<file path="src/adpin_irq_pkg.sv">
// Package: register map, field layout and types of the analog port pin interrupt block
`default_nettype none
package adpin_irq_pkg;
   localparam int          PIN_COUNT      = 6;
   localparam int          ADDR_W         = 4;
   localparam int          DATA_W         = 32;
   localparam logic [3:0]  OFF_ENABLE     = 4'h0;
   localparam logic [3:0]  OFF_FLAG       = 4'h4;
   localparam logic [3:0]  OFF_POLARITY   = 4'h8;
   localparam logic [3:0]  OFF_CONTROL    = 4'hc;
   localparam logic [3:0]  OFF_STATUS     = 4'h0;
   localparam logic [5:0]  ENABLE_RST     = 6'h00;
   localparam logic [5:0]  FLAG_RST       = 6'h00;
   localparam logic [5:0]  POLARITY_RST   = 6'h00;
   localparam logic [5:0]  ANALOG_SEL_RST = 6'h00;
   localparam logic [31:0] READ_ZERO      = 32'h0000_0000;
   // Control register layout: bits 5:0 analog select, bit 8 stop mode
   localparam int          CTL_ANALOG_LSB = 0;
   localparam int          CTL_STOP_BIT   = 8;

   typedef enum logic [1:0] {
      BUS_IDLE = 2'b00,
      BUS_ACK  = 2'b01
   } bus_state_e;

   typedef struct packed {
      logic [3:0]  adr;
      logic [31:0] dat;
      logic [3:0]  sel;
      logic        we;
      logic        cyc;
      logic        stb;
   } wb_req_s;

   typedef struct packed {
      bus_state_e  bus;
      logic [31:0] rdat;
      logic [5:0]  meta;
      logic [5:0]  sync;
      logic [5:0]  prev;
      logic [5:0]  enable;
      logic [5:0]  flag;
      logic [5:0]  polarity;
      logic [5:0]  analog_sel;
      logic        stop_mode;
      logic        irq;
      logic        wakeup;
      logic [5:0]  gpio_in;
   } state_s;
endpackage
`default_nettype wire

</file>
<file path="src/analog_port_pin_interrupt.sv">
// Edge interrupt logic for a six-pin port shared with the analog converter
// Behaviour
// Each of pins 5..0 has its own enable bit for its edge interrupt.
// Edges are detected whatever the pin's direction or function.
// A pin edge wakes the device from stop mode only when its enable bit is set.
// Enable 1 passes the flag to the request, enable 0 masks it.
// A flag sets on an active edge and reads 1 until cleared, 0 if no edge.
// The active edge is rising or falling per the pin's polarity bit.
// The interrupt request is high while any flag is set with its enable set.
// Flags read at any time; writing 1 clears a flag, writing 0 leaves it.
// Each pin serves as general I/O or as an analog converter input.
// Pin levels pass a two-stage synchroniser before edge detection.
// An edge in the cycle of a write-one clear keeps the flag set.
`default_nettype none
module analog_port_pin_interrupt #(
   parameter int PINS = adpin_irq_pkg::PIN_COUNT
) (
   input  wire logic                 i_clk,
   input  wire logic                 i_rst,
   input  wire logic                 i_wb_cyc,
   input  wire logic                 i_wb_stb,
   input  wire logic                 i_wb_we,
   input  wire logic [3:0]           i_wb_adr,
   input  wire logic [3:0]           i_wb_sel,
   input  wire logic [31:0]          i_wb_dat,
   output logic      [31:0]          o_wb_dat,
   output logic                      o_wb_ack,
   input  wire logic [5:0]           i_pin,
   output logic      [5:0]           o_pin_digital,
   output logic      [5:0]           o_analog_sel,
   output logic                      o_irq,
   output logic                      o_wakeup
);

   ////////////////////////////////////////////////////////////////////////////
   // Widths below are fixed at six bits, so any other count is refused
   if (PINS != adpin_irq_pkg::PIN_COUNT) begin : g_pins_bad
      $error("Pin count must be six");
   end

   adpin_irq_pkg::state_s  st_ff;
   adpin_irq_pkg::state_s  nxt_st;
   adpin_irq_pkg::wb_req_s req;

   assign req = '{adr: i_wb_adr, dat: i_wb_dat, sel: i_wb_sel, we: i_wb_we,
                  cyc: i_wb_cyc, stb: i_wb_stb};

   // Byte lane 0 carries all six pin bits
   function automatic logic [5:0] lane0(input logic [5:0] old, input logic [3:0] sel,
                                         input logic [31:0] dat);
      lane0 = sel[0] ? dat[5:0] : old;
   endfunction

   function automatic logic [31:0] widen(input logic [5:0] v);
      widen = {26'h000_0000, v};
   endfunction

   ////////////////////////////////////////////////////////////////////////////
   logic [5:0] rise;
   logic [5:0] fall;
   logic [5:0] edge_hit;
   logic [5:0] clr;
   logic       access;

   always_comb begin
      nxt_st = st_ff;
      access = req.cyc && req.stb && (st_ff.bus == adpin_irq_pkg::BUS_IDLE);
      // Only the second stage feeds detection, avoiding metastable flags
      nxt_st.meta = i_pin;
      nxt_st.sync = st_ff.meta;
      nxt_st.prev = st_ff.sync;
      // Detection ignores direction and function select
      rise = st_ff.sync & ~st_ff.prev;
      fall = ~st_ff.sync & st_ff.prev;
      edge_hit = (st_ff.polarity & rise) | (~st_ff.polarity & fall);
      clr = 6'h00;
      nxt_st.rdat = adpin_irq_pkg::READ_ZERO;
      nxt_st.bus = adpin_irq_pkg::BUS_IDLE;
      if (access) begin
         nxt_st.bus = adpin_irq_pkg::BUS_ACK;
         if (req.we) begin
            unique case (req.adr)
               adpin_irq_pkg::OFF_ENABLE:
                  nxt_st.enable = lane0(st_ff.enable, req.sel, req.dat);
               adpin_irq_pkg::OFF_FLAG:
                  clr = req.sel[0] ? req.dat[5:0] : 6'h00;
               adpin_irq_pkg::OFF_POLARITY:
                  nxt_st.polarity = lane0(st_ff.polarity, req.sel, req.dat);
               adpin_irq_pkg::OFF_CONTROL: begin
                  nxt_st.analog_sel = lane0(st_ff.analog_sel, req.sel, req.dat);
                  if (req.sel[1]) begin
                     nxt_st.stop_mode = req.dat[adpin_irq_pkg::CTL_STOP_BIT];
                  end
               end
               default: ;
            endcase
         end else begin
            unique case (req.adr)
               adpin_irq_pkg::OFF_ENABLE:   nxt_st.rdat = widen(st_ff.enable);
               adpin_irq_pkg::OFF_FLAG:     nxt_st.rdat = widen(st_ff.flag);
               adpin_irq_pkg::OFF_POLARITY: nxt_st.rdat = widen(st_ff.polarity);
               adpin_irq_pkg::OFF_CONTROL:
                  nxt_st.rdat = widen(st_ff.analog_sel) |
                                {23'h00_0000, st_ff.stop_mode, 8'h00};
               default:                     nxt_st.rdat = adpin_irq_pkg::READ_ZERO;
            endcase
         end
      end
      // Set beats clear so no edge is lost
      nxt_st.flag = (st_ff.flag & ~clr) | edge_hit;
      nxt_st.irq = |(nxt_st.flag & st_ff.enable);
      // Only an enabled pin may restart the oscillator in stop
      nxt_st.wakeup = st_ff.stop_mode && |(edge_hit & st_ff.enable);
      // Digital reading stays valid for pins lent to the converter
      nxt_st.gpio_in = st_ff.sync;
   end

   always_ff @(posedge i_clk or posedge i_rst) begin
      if (i_rst) begin
         st_ff <= '{bus: adpin_irq_pkg::BUS_IDLE, rdat: adpin_irq_pkg::READ_ZERO,
                    meta: 6'h00, sync: 6'h00, prev: 6'h00,
                    enable: adpin_irq_pkg::ENABLE_RST, flag: adpin_irq_pkg::FLAG_RST,
                    polarity: adpin_irq_pkg::POLARITY_RST,
                    analog_sel: adpin_irq_pkg::ANALOG_SEL_RST, stop_mode: 1'b0,
                    irq: 1'b0, wakeup: 1'b0, gpio_in: 6'h00};
      end else begin
         st_ff <= nxt_st;
      end
   end

   ////////////////////////////////////////////////////////////////////////////
   assign o_wb_dat      = st_ff.rdat;
   assign o_wb_ack      = st_ff.bus[0];                              // Ack code 2'b01, flop bit
   assign o_pin_digital = st_ff.gpio_in;
   assign o_analog_sel  = st_ff.analog_sel;
   assign o_irq         = st_ff.irq;
   assign o_wakeup      = st_ff.wakeup;

endmodule
`default_nettype wire

</file>
<file path="config.mk">
export PLATFORM = sky130hd
export DESIGN_NAME = analog_port_pin_interrupt
export DESIGN_NICKNAME = d
export VERILOG_FILES = /design/src/adpin_irq_pkg.sv /design/src/analog_port_pin_interrupt.sv
export SDC_FILE = /design/constraint.sdc
export NUM_CORES = 1
export LEC_CHECK = 0
export BUFFER_PORTS_ARGS = -buffer_cell sky130_fd_sc_hd__buf_2
export CAP_MARGIN = 20
export CORE_MARGIN = 2
export CORE_UTILIZATION = 44
export DETAILED_ROUTE_END_ITERATION = 16
export PLACE_DENSITY_LB_ADDON = 0.12
export SYNTH_ARGS = -nofsm -noshare
export SYNTH_HDL_FRONTEND = slang
export SYNTH_SLANG_ARGS = --single-unit
</file>
<file path="constraint.sdc">
create_clock -name i_clk -period 1.9 [get_ports i_clk]
set_clock_uncertainty 0.2 [all_clocks]
set_input_delay 0.095 -clock i_clk [delete_from_list [all_inputs] [get_ports i_clk]]
set_output_delay 0.095 -clock i_clk [all_outputs]
set_load 0.1 [all_outputs]
</file>
# Word level (Yosys, flattened, before mapping)
# Index checks and enable logic that the tools add are counted.
# classes
eq_ne	3
muxes	7
bitwise	14
n_reduce_logical	11
# ops
cell	n
$and 6x6->6	7
$pmux 9 s4	1
$mux 33	1
$mux 6	4
$not 6->6	4
$reduce_and 4->1	4
$or 6x6->6	2
$reduce_or 6->1	2
$mux 9	1
$or 6x9->9	1
$eq 4x4->1 const B	2
$eq 4x3->1 const B	1
$logic_not 4->1	1
$logic_and 1x1->1	3
$logic_not 2->1	1
# totals
regBits	79
input_bits	51
out_inout_bits	47
wordCells	47

# Depth between registers and ports, before layout
# Gate-level depths: netlist of the first run.
# depth
ltp_word	9
ltp_mapped	6

# Least setup slack after synthesis of the first run
# OpenSTA, ideal clock, no wires.
# synth_timing
kind	register to register
startpoint	register st_ff, in the netlist o_wb_ack
endpoint	register st_ff, in the netlist o_analog_sel[0]
setup_ns	0.125
arrival_ns	2.071
t_required_ns	1.575
setup_slack_ns	-0.496
stages_incl_launch_ff	6
n_path_buf	0
synth_period_minus_slack_ns	2.396
path_cell_list	dfrtp_1 nand3b_1 nor3_1 nand3_1 nor2_1 mux2_2
# synth_via
elab_chain_cells	3
# synth_rtl
element	line	source
start, declared	analog_port_pin_interrupt.sv:41	adpin_irq_pkg::state_s st_ff;
start signal, assigned	analog_port_pin_interrupt.sv:120	st_ff <= '{bus: adpin_irq_pkg::BUS_IDLE, rdat: adpin_irq_pkg::READ_ZERO,
start signal, assigned	analog_port_pin_interrupt.sv:127	st_ff <= nxt_st;
$logic_not 2->1	analog_port_pin_interrupt.sv:67	access = req.cyc && req.stb && (st_ff.bus == adpin_irq_pkg::BUS_IDLE);
$logic_and 1x1->1	analog_port_pin_interrupt.sv:67	
$reduce_and 4->1 (no source line)	n/a	
# Every way passes these cells.
# A chain may end at the register's enable or synchronous reset.

# Final worst setup path of the first run
# layout_timing
startpoint	register st_ff, in the netlist o_wb_ack
endpoint	register st_ff[30] (netlist bit)
# Same word-level chain as after synthesis.

==> impl_metrics.py, run 1 <==
metrics = {
    "run": {
        "max-cap-violations": 0,
    },
    "drt": {
        "vias": 1521,
        "antenna_left": 0,
        "vias_per_cell": 4.71,
        "avgRoutedWirePerCell_um": 14.3,
        "drt_iter0_drc": 83,
        "first_pass_iters": 4,
        "wirelength_mm": 4.63,
        "drc": 0,
    },
    "placed_design": {
        "gp_congestion": 0.800,
        "port-buffer-count": 45,
        "dp_slack_ps": -81.0,
        "placed_area_sq_um": 2630,
        "hpwl_mm": 3.40,
        "place_inst": 294,
    },
    "timing": {
        "fin_ws_ps": -15.7,
        "rsz0062_at_grt": "yes",
        "tns_ps": -90.2,
        "max_clock_freq_ghz": 0.522,
        "finalHoldViolCount": 0,
        "fin_crit_sh": 1.01,
        "setup_viol": 10,
        "period_needed_ps": 1920,
        "slew_viol_final": 0,
    },
    "min_path": {
        "hp-class": "in2reg",
        "hp-start": "i_wb_adr[3]",
    },
    "floorplanning": {
        "start_util": 0.452,
        "die-width_um": 78.9,
        "core_sq_um": 5470,
        "die_y_um": 78.9,
        "ioPinCount": 98,
        "row_count": 27,
        "die-area_sq_um": 6230,
    },
    "setup_path": {
        "startpoint_type": "flop",
        "r2r-start": "o_wb_ack$_DFF_PP0_",
        "path_class": "reg2reg",
        "worstPathArrival_ps": 1900,
        "path_max_fanout": 6,
        "cp.required_ps": 1890,
        "endpoint_kind": "flop",
        "crit_start": "o_wb_ack$_DFF_PP0_",
    },
    "clock_network": {
        "insertion_delay_ps": 300,
        "cts_tree": "built",
        "cts_buffers": 5,
        "clockRootBuffer": "clkbuf_8",
        "path_clk_slew_ps": 90,
        "ctsHtreeMaxLevel": 2,
        "cts_max_path_buffers": 2,
        "clkSinkCount": 53,
    },
    "global_route": {
        "grt_use_total": 0.160,
        "grt_pass1_wl_mm": 7.38,
        "grt_pass1_vias": 1514,
        "antenna_found_initial": 0,
        "overflow": 0,
        "grt_max_degree": 31,
    },
    "logic_synthesis": {
        "yosysUniqueCellTypes": 29,
        "ys_ff_latch": 53,
        "ys_warn_count": 0,
        "syn_area_sq_um": 2470,
        "synth.avg_cell_area_sq_um": 13.0,
        "postSynthCellCount": 190,
        "yosysSeqAreaShare": 0.537,
    },
    "run_status": {
        "violations": "negative setup slack",
        "outcome": "finished, violations left",
    },
    "power": {
        "ir_drop_v": 0.000490,
        "p_per_area_nw_per_um2": 841,
        "leakagePower_uw": 0.00146,
    },
    "final_layout": {
        "fin_nets": 302,
        "drive_gt1_frac": 0.378,
        "syn_to_final_growth_pct": 19.9,
        "nFillCells": 463,
        "stdcell_count": 323,
        "antenna_cells": 0,
        "final_area_sq_um": 2960,
    },
}
==> critical path, cell delays in order, from the launching register on <==
cell      delay, ps
dfrtp_2         400
nand3b_1        260
nor2_1          230
nand2_1         110
nor2_4          230
mux2_2          380
==> power by group <==
part,internal [uW],switching [uW]
Sequential,1190,38.8
Combinational,145,505
Clock,290,330
Total,1620,873
==> placed cells by master, fill, tap and decap left out, types with 2 or more instances in the layout <==
cell type and count:
buf_4 11, buf_2 45, buf_12 2, a211o_1 3, mux2_4 6, nand3_1 6, nor3b_1 4, o21ai_0 5
nand4_1 3, inv_2 2, dfrtp_1 52, conb_1 25, mux4_1 6, clkbuf_8 6, and3b_1 3, a222oi_1 2
nand2b_1 3, nand3b_1 3, nor2b_1 6, nand2_1 6, nor2_4 2, mux2_2 13, a21o_1 3, dlygate4sd3_1 18
==> registers in the layout, indices dropped and copies added (netlist names) <==
register / cells
st_ff: 19
nxt_st: 12
o_wb_dat: 7
o_analog_sel: 6
o_pin_digital: 6
o_irq: 1
o_wakeup: 1
o_wb_ack: 1
==> cells in the mapped netlist <==
master,instances,area [sq um]
a211o_1,3,26.3
nor3b_1,4,30.0
buf_6,2,22.5
o21ai_0,5,25.0
nand2_1,6,22.5
nor3_1,2,10.0
buf_4,44,330
nand2b_1,3,18.8
mux4_1,6,158
conb_1,1,3.75
nor2_1,4,15.0
dfrtp_1,53,1330
nand3b_1,3,22.5
and3_2,1,7.51
and2_2,1,7.51
and3b_1,3,26.3
nor2b_1,6,37.5
nor4b_4,1,23.8
a21oi_1,1,5.00
inv_1,3,11.3
nand4_1,3,18.8
nand3_1,7,35.0
or2b_2,1,8.76
o21a_1,1,7.51
a222oi_1,2,20.0
a21o_1,3,22.5
o22ai_1,1,6.26
a311oi_1,1,8.76
mux2_2,19,214
==> logic make-up (layout without fill, tap and decap cells) <==
kind of cell | count (synthesis) | after routing | synth area share
AO/OA/AOI/OAI | 17 | 17 | 0.0491
AND/OR/NAND/NOR | 45 | 45 | 0.115
buffers and inverters | 49 | 86 | 0.147
other | 1 | 25 | 0.00152
multiplexers | 25 | 25 | 0.150
flip-flops | 53 | 53 | 0.537
==> repair_timing <==
item | in CTS | in global routing
endpoints found under the hold margin | 86 | 0
buffers inserted | 3 | 1
hold buffers | 18 | 0
pin swaps | 7 | 2
gates resized for setup | 9 | 0
endpoints found under the setup margin | 8 | 16
==> final cells by class <==
type	count	area (sq um)	area share
clock buffer	7	86.3	0.0291
inverter	3	11.3	0.00380
multi-input combinational	112	921	0.311
sequential	53	1330	0.448
tap	72	90.1	0.0304
timing repair buffer	76	528	0.178
==> per-stage QoR <==
stage	utilization	total power [uW]	hold WS (ps)
after floorplan	-	1820	-73.6
after global placement	0.480	1850	-160
after detailed placement	0.480	1860	-149
after CTS	0.540	2520	11.2
after global routing	0.542	2600	19.6
final	0.542	2490	23.5
==> path summary, 6_finish.rpt <==
path / to / slack [ps] / cells past startpoint
worst max-delay path: st_ff[30]$_DFFE_PP0P_ / -20 / 5
worst min-delay path: st_ff[24]$_DFF_PP0_ / 20 / 4
worst max register to register: st_ff[30]$_DFFE_PP0P_ / -20 / 5
worst min register to register: nxt_st[3]$_DFF_PP0_ / 150 / 0
max in group asynchronous: o_wb_ack$_DFF_PP0_ / 960 / 4
min in group asynchronous: nxt_st[1]$_DFF_PP0_ / 60 / 3
==> layer usage <==
layer	GRT usage	share of wire	vias up
met4	0.0552	0.014	0
met5	0	0	-
met1	0.211	0.45	728
met3	0.0318	0.058	6
met2	0.265	0.48	63
li1	-	-	724
(Power assumes the default switching activity.)
==> inputs of run 2 (changes only) <==
PLACE_DENSITY_LB_ADDON = 0.08   (was 0.12)
SLEW_MARGIN = 20   (was default)
==> impl_metrics.py, run 2 (synthesis results as in run 1) <==
metrics = {
    "global_route": {
        "grt_max_degree": 37,
        "antenna_found_initial": 0,
        "grt_pass1_wl_mm": 7.26,
        "overflow": 0,
        "grt_pass1_vias": 1410,
        "grt_use_total": 0.156,
    },
    "clock_network": {
        "cts_tree": "built",
        "clockRootBuffer": "clkbuf_8",
        "cts_max_path_buffers": 2,
        "cts_buffers": 5,
        "insertion_delay_ps": 300,
        "ctsHtreeMaxLevel": 2,
        "path_clk_slew_ps": 90,
        "clkSinkCount": 53,
    },
    "min_path": {
        "hp-class": "in2async",
    },
    "timing": {
        "slew_viol_final": 0,
        "fin_ws_ps": -33.3,
        "max_clock_freq_ghz": 0.517,
        "hold-worst-slack_ps": 112,
        "rsz0062_at_grt": "yes",
        "fin_crit_sh": 1.02,
        "period_needed_ps": 1930,
        "finalHoldViolCount": 0,
        "setup_viol": 7,
    },
    "placed_design": {
        "hpwl_mm": 3.30,
        "port-buffer-count": 45,
        "place_inst": 295,
        "gp_congestion": 0.839,
    },
    "drt": {
        "vias": 1515,
        "drc": 0,
        "antenna_left": 0,
        "first_pass_iters": 5,
        "wirelength_mm": 4.59,
        "drt_iter0_drc": 76,
        "vias_per_cell": 4.69,
        "avgRoutedWirePerCell_um": 14.2,
    },
    "final_layout": {
        "largest_reg_flops": 19,
        "final_common_cell": "dfrtp_1",
        "drive_gt1_frac": 0.382,
        "syn_to_final_growth_pct": 20.2,
        "top_register": "st_ff",
        "antenna_cells": 0,
        "fin_nets": 301,
        "stdcell_count": 323,
        "layout_common_cells": "dfrtp_1, buf_2, conb_1",
    },
    "run": {
        "max-cap-violations": 0,
    },
    "setup_path": {
        "startpoint_type": "flop",
        "cp.required_ps": 1890,
        "reg2reg_to": "o_analog_sel[4]$_DFFE_PP0P_",
        "endpoint_kind": "flop",
        "path_max_fanout": 3,
        "reg2reg_depth": 6,
        "worstPathArrival_ps": 1920,
        "ff2ff_setup_slack_ps": -30,
        "path_class": "reg2reg",
        "r2r-start": "o_wb_ack$_DFF_PP0_",
    },
    "floorplanning": {
        "row_count": 27,
        "die-area_sq_um": 6230,
        "start_util": 0.452,
        "die-width_um": 78.9,
        "core_sq_um": 5470,
        "ioPinCount": 98,
        "die_y_um": 78.9,
    },
    "run_status": {
        "outcome": "finished, violations left",
        "violations": "negative setup slack",
    },
    "power": {
        "leakagePower_uw": 0.00146,
        "p_per_area_nw_per_um2": 862,
        "ir_drop_v": 0.000553,
    },
}
## run 2: routing by layer
| layer | track usage | part of all wire | vias up |
|---|---|---|---|
| li1 | - | - | 718 |
| met4 | 0.0517 | 0.0055 | 0 |
| met2 | 0.246 | 0.48 | 60 |
| met1 | 0.215 | 0.46 | 735 |
| met3 | 0.0341 | 0.051 | 2 |
| met5 | 0 | 0 | - |
## run 2: cell type report
type	instances	area (sq um)
multi-input combinational	112	925
timing repair buffer	75	515
tap	72	90.1
fill	469	2500
clock inverter	1	5.00
clock buffer	7	96.3
sequential	53	1330
inverter	3	11.3
## run 2: report_power, final
| part | switching [uW] | internal (uW) |
|---|---|---|
| Clock | 358 | 330 |
| Sequential | 38.7 | 1190 |
| Combinational | 502 | 145 |
## run 2: repair_timing
item	4_1_cts	5_1_grt
hold buffers	18	0
gates cloned	0	0
resized for setup	2	10
endpoints found under the setup margin	1	14
pin swaps	4	3
endpoints found under the hold margin	86	0
setup buffers	0	2
## run 2: critical path, cell delays in order (launching register included)
cell,delay (ps)
dfrtp_2,400
nand3b_1,240
nor3_2,250
nand3_2,140
nor2_4,150
buf_6,140
mux2_4,300
## run 2: worst max path at each step
stage | start | endpoint | slack [ps] | cells past startpoint
after floorplan | o_wb_ack$_DFF_PP0_ | st_ff[27]$_DFFE_PP0P_ | -100 | 5
after global placement | o_wb_ack$_DFF_PP0_ | o_irq$_DFF_PP0_ | -80 | 6
after detailed placement | o_wb_ack$_DFF_PP0_ | o_irq$_DFF_PP0_ | -60 | 6
after CTS | o_wb_ack$_DFF_PP0_ | o_irq$_DFF_PP0_ | -1 | 6
after global routing | o_wb_ack$_DFF_PP0_ | o_analog_sel[0]$_DFFE_PP0P_ | -120 | 6
final | o_wb_ack$_DFF_PP0_ | o_analog_sel[4]$_DFFE_PP0P_ | -30 | 6
## run 2: metrics by stage
step / total power, uW / utilization / TNS [ps] / area (sq um) / worst slack (ps)
2_1_floorplan: 1820 / - / -1560 / 2580 / -103
3_3_place_gp: 1850 / 0.481 / -75.5 / 2630 / -75.5
3_5_place_dp: 1860 / 0.481 / -55.5 / 2630 / -55.5
4_1_cts: 2570 / 0.533 / -1.19 / 2920 / -1.19
5_1_grt: 2660 / 0.543 / -1350 / 2970 / -115
6_report: 2560 / 0.543 / -151 / 2970 / -33.3
==> inputs of run 3 (changes only) <==
RECOVER_POWER = 100   (was default)
==> impl_metrics.py, run 3 (synthesis results as in run 1) <==
metrics = {
    "run_status": {
        "outcome": "finished, violations left",
        "violations": "negative setup slack",
    },
    "setup_path": {
        "reg2reg_to": "o_analog_sel[4]$_DFFE_PP0P_",
        "crit_start": "o_wb_ack$_DFF_PP0_",
        "path_class": "reg2reg",
        "worstPathArrival_ps": 1920,
        "ff2ff_setup_slack_ps": -30,
        "startpoint_type": "flop",
        "path_cells": "nand3b_1 -> nor3_2 -> nand3_2 -> nor2_4 -> buf_6 -> mux2_4",
        "cp.required_ps": 1890,
        "cp_num_cells": 6,
        "crit_buf_inv": 1,
        "crit_family": "simple AND/OR/NAND/NOR gates",
        "path_max_fanout": 3,
        "slowest_delay_ps": 400,
        "endpoint_kind": "flop",
        "reg2reg_depth": 6,
        "r2r-start": "o_wb_ack$_DFF_PP0_",
        "cp_slowest_cell": "dfrtp_2",
        "worstSetupEndpoint": "o_analog_sel[4]$_DFFE_PP0P_",
    },
    "drt": {
        "avgRoutedWirePerCell_um": 14.2,
        "drc": 0,
        "vias_per_cell": 4.66,
        "first_pass_iters": 4,
        "drt_iter0_drc": 91,
        "wirelength_mm": 4.57,
        "antenna_left": 0,
        "vias": 1506,
    },
    "floorplanning": {
        "die-area_sq_um": 6230,
        "start_util": 0.452,
        "ioPinCount": 98,
        "core_sq_um": 5470,
        "die-width_um": 78.9,
        "row_count": 27,
        "die_y_um": 78.9,
    },
    "placed_design": {
        "port-buffer-count": 45,
        "place_inst": 295,
        "gp_congestion": 0.839,
        "hpwl_mm": 3.30,
    },
    "timing": {
        "worstMarginPinSlew_ps": 682,
        "rsz0062_at_grt": "yes",
        "fin_crit_sh": 1.02,
        "slew_viol_final": 0,
        "max_clock_freq_ghz": 0.517,
        "hold-worst-slack_ps": 151,
        "max_slew_margin": 0.545,
        "tns_ps": -141,
        "setup_viol": 7,
        "fin_ws_ps": -32.4,
        "finalHoldViolCount": 0,
        "period_needed_ps": 1930,
    },
    "clock_network": {
        "clockRootBuffer": "clkbuf_8",
        "path_clk_slew_ps": 90,
        "clkSinkCount": 53,
        "insertion_delay_ps": 300,
        "cts_tree": "built",
        "cts_max_path_buffers": 2,
        "cts_buffers": 5,
        "ctsHtreeMaxLevel": 2,
    },
    "power": {
        "ir_drop_v": 0.000552,
        "leakagePower_uw": 0.00144,
        "p_per_area_nw_per_um2": 866,
        "power.total_uw": 2560,
    },
    "final_layout": {
        "fin_util": 0.539,
        "stdcell_count": 323,
        "layout_common_cells": "dfrtp_1, conb_1, buf_2",
        "drive_gt1_frac": 0.375,
        "antenna_cells": 0,
        "syn_to_final_growth_pct": 19.4,
        "multi_input_area_sq_um": 925,
        "seqCellArea_sq_um": 1330,
        "top_register": "st_ff",
        "nFillCells": 471,
        "final_common_cell": "dfrtp_1",
        "fin_nets": 301,
        "largest_reg_flops": 19,
    },
    "global_route": {
        "grt_pass1_vias": 1410,
        "grt_max_degree": 37,
        "overflow": 0,
        "grt_use_total": 0.156,
        "antenna_found_initial": 0,
        "grt_pass1_wl_mm": 7.26,
    },
    "run": {
        "max-cap-violations": 0,
    },
    "min_path": {
        "hp-class": "in2reg",
    },
}
run 3: cell types whose count changed in the layout (fill, tap and decap cells not counted), sizes merged:
cell and change:
buf -25, clkbuf +25
run 3: worst min path at each step:
stage,startpoint,endpoint,cells after the start
final,i_wb_adr[0],o_wb_dat[8]$_DFF_PP0_,6
after detailed placement,i_rst,nxt_st[40]$_DFF_PP0_,2
after global placement,i_rst,nxt_st[40]$_DFF_PP0_,2
after global routing,nxt_st[39]$_DFF_PP0_,nxt_st[0]$_DFF_PP0_,0
after floorplan,i_pin[0],nxt_st[39]$_DFF_PP0_,0
after CTS,i_rst,nxt_st[40]$_DFF_PP0_,3
run 3: layer usage:
metal,vias to the layer above,share of wire,global-route usage
met5,-,0,0
met4,0,0.014,0.0517
met3,6,0.052,0.0341
met2,54,0.47,0.246
met1,727,0.46,0.215
li1,719,-,-
run 3: worst register-to-register path: stages (launching register included):
cell and delay [ps]:
dfrtp_2 400, nand3b_1 240, nor3_2 250, nand3_2 140, nor2_4 150, buf_6 140
mux2_4 300
run 3: cell type report:
| type | count | area share |
|---|---|---|
| Tap cell | 72 | 0.0305 |
| Inverter | 3 | 0.00382 |
| Clock inverter | 1 | 0.00170 |
| Clock buffer | 7 | 0.0326 |
| Sequential cell | 53 | 0.450 |
| Multi-Input combinational cell | 112 | 0.313 |
| Timing Repair Buffer | 75 | 0.168 |
run 3: power by group:
group,switching [uW],internal [uW]
combinational,502,140
sequential,39.1,1190
clock,358,330
run 3: per-stage QoR:
step                      area (sq um)  worst slack (ps)
final                             2950             -32.4
after global routing              2950              -115
after CTS                         2920             -1.19
after detailed placement          2630             -55.5
after global placement            2630             -75.5
after floorplan                   2580              -103
run 3: timing repair:
| item | CTS | global route |
|---|---|---|
| setup buffers | 0 | 2 |
| endpoints found under the hold margin | 86 | 0 |
| hold buffers | 18 | 0 |
| pin swaps | 4 | 3 |
| setup endpoints to repair | 1 | 14 |
| gates resized for setup | 2 | 10 |
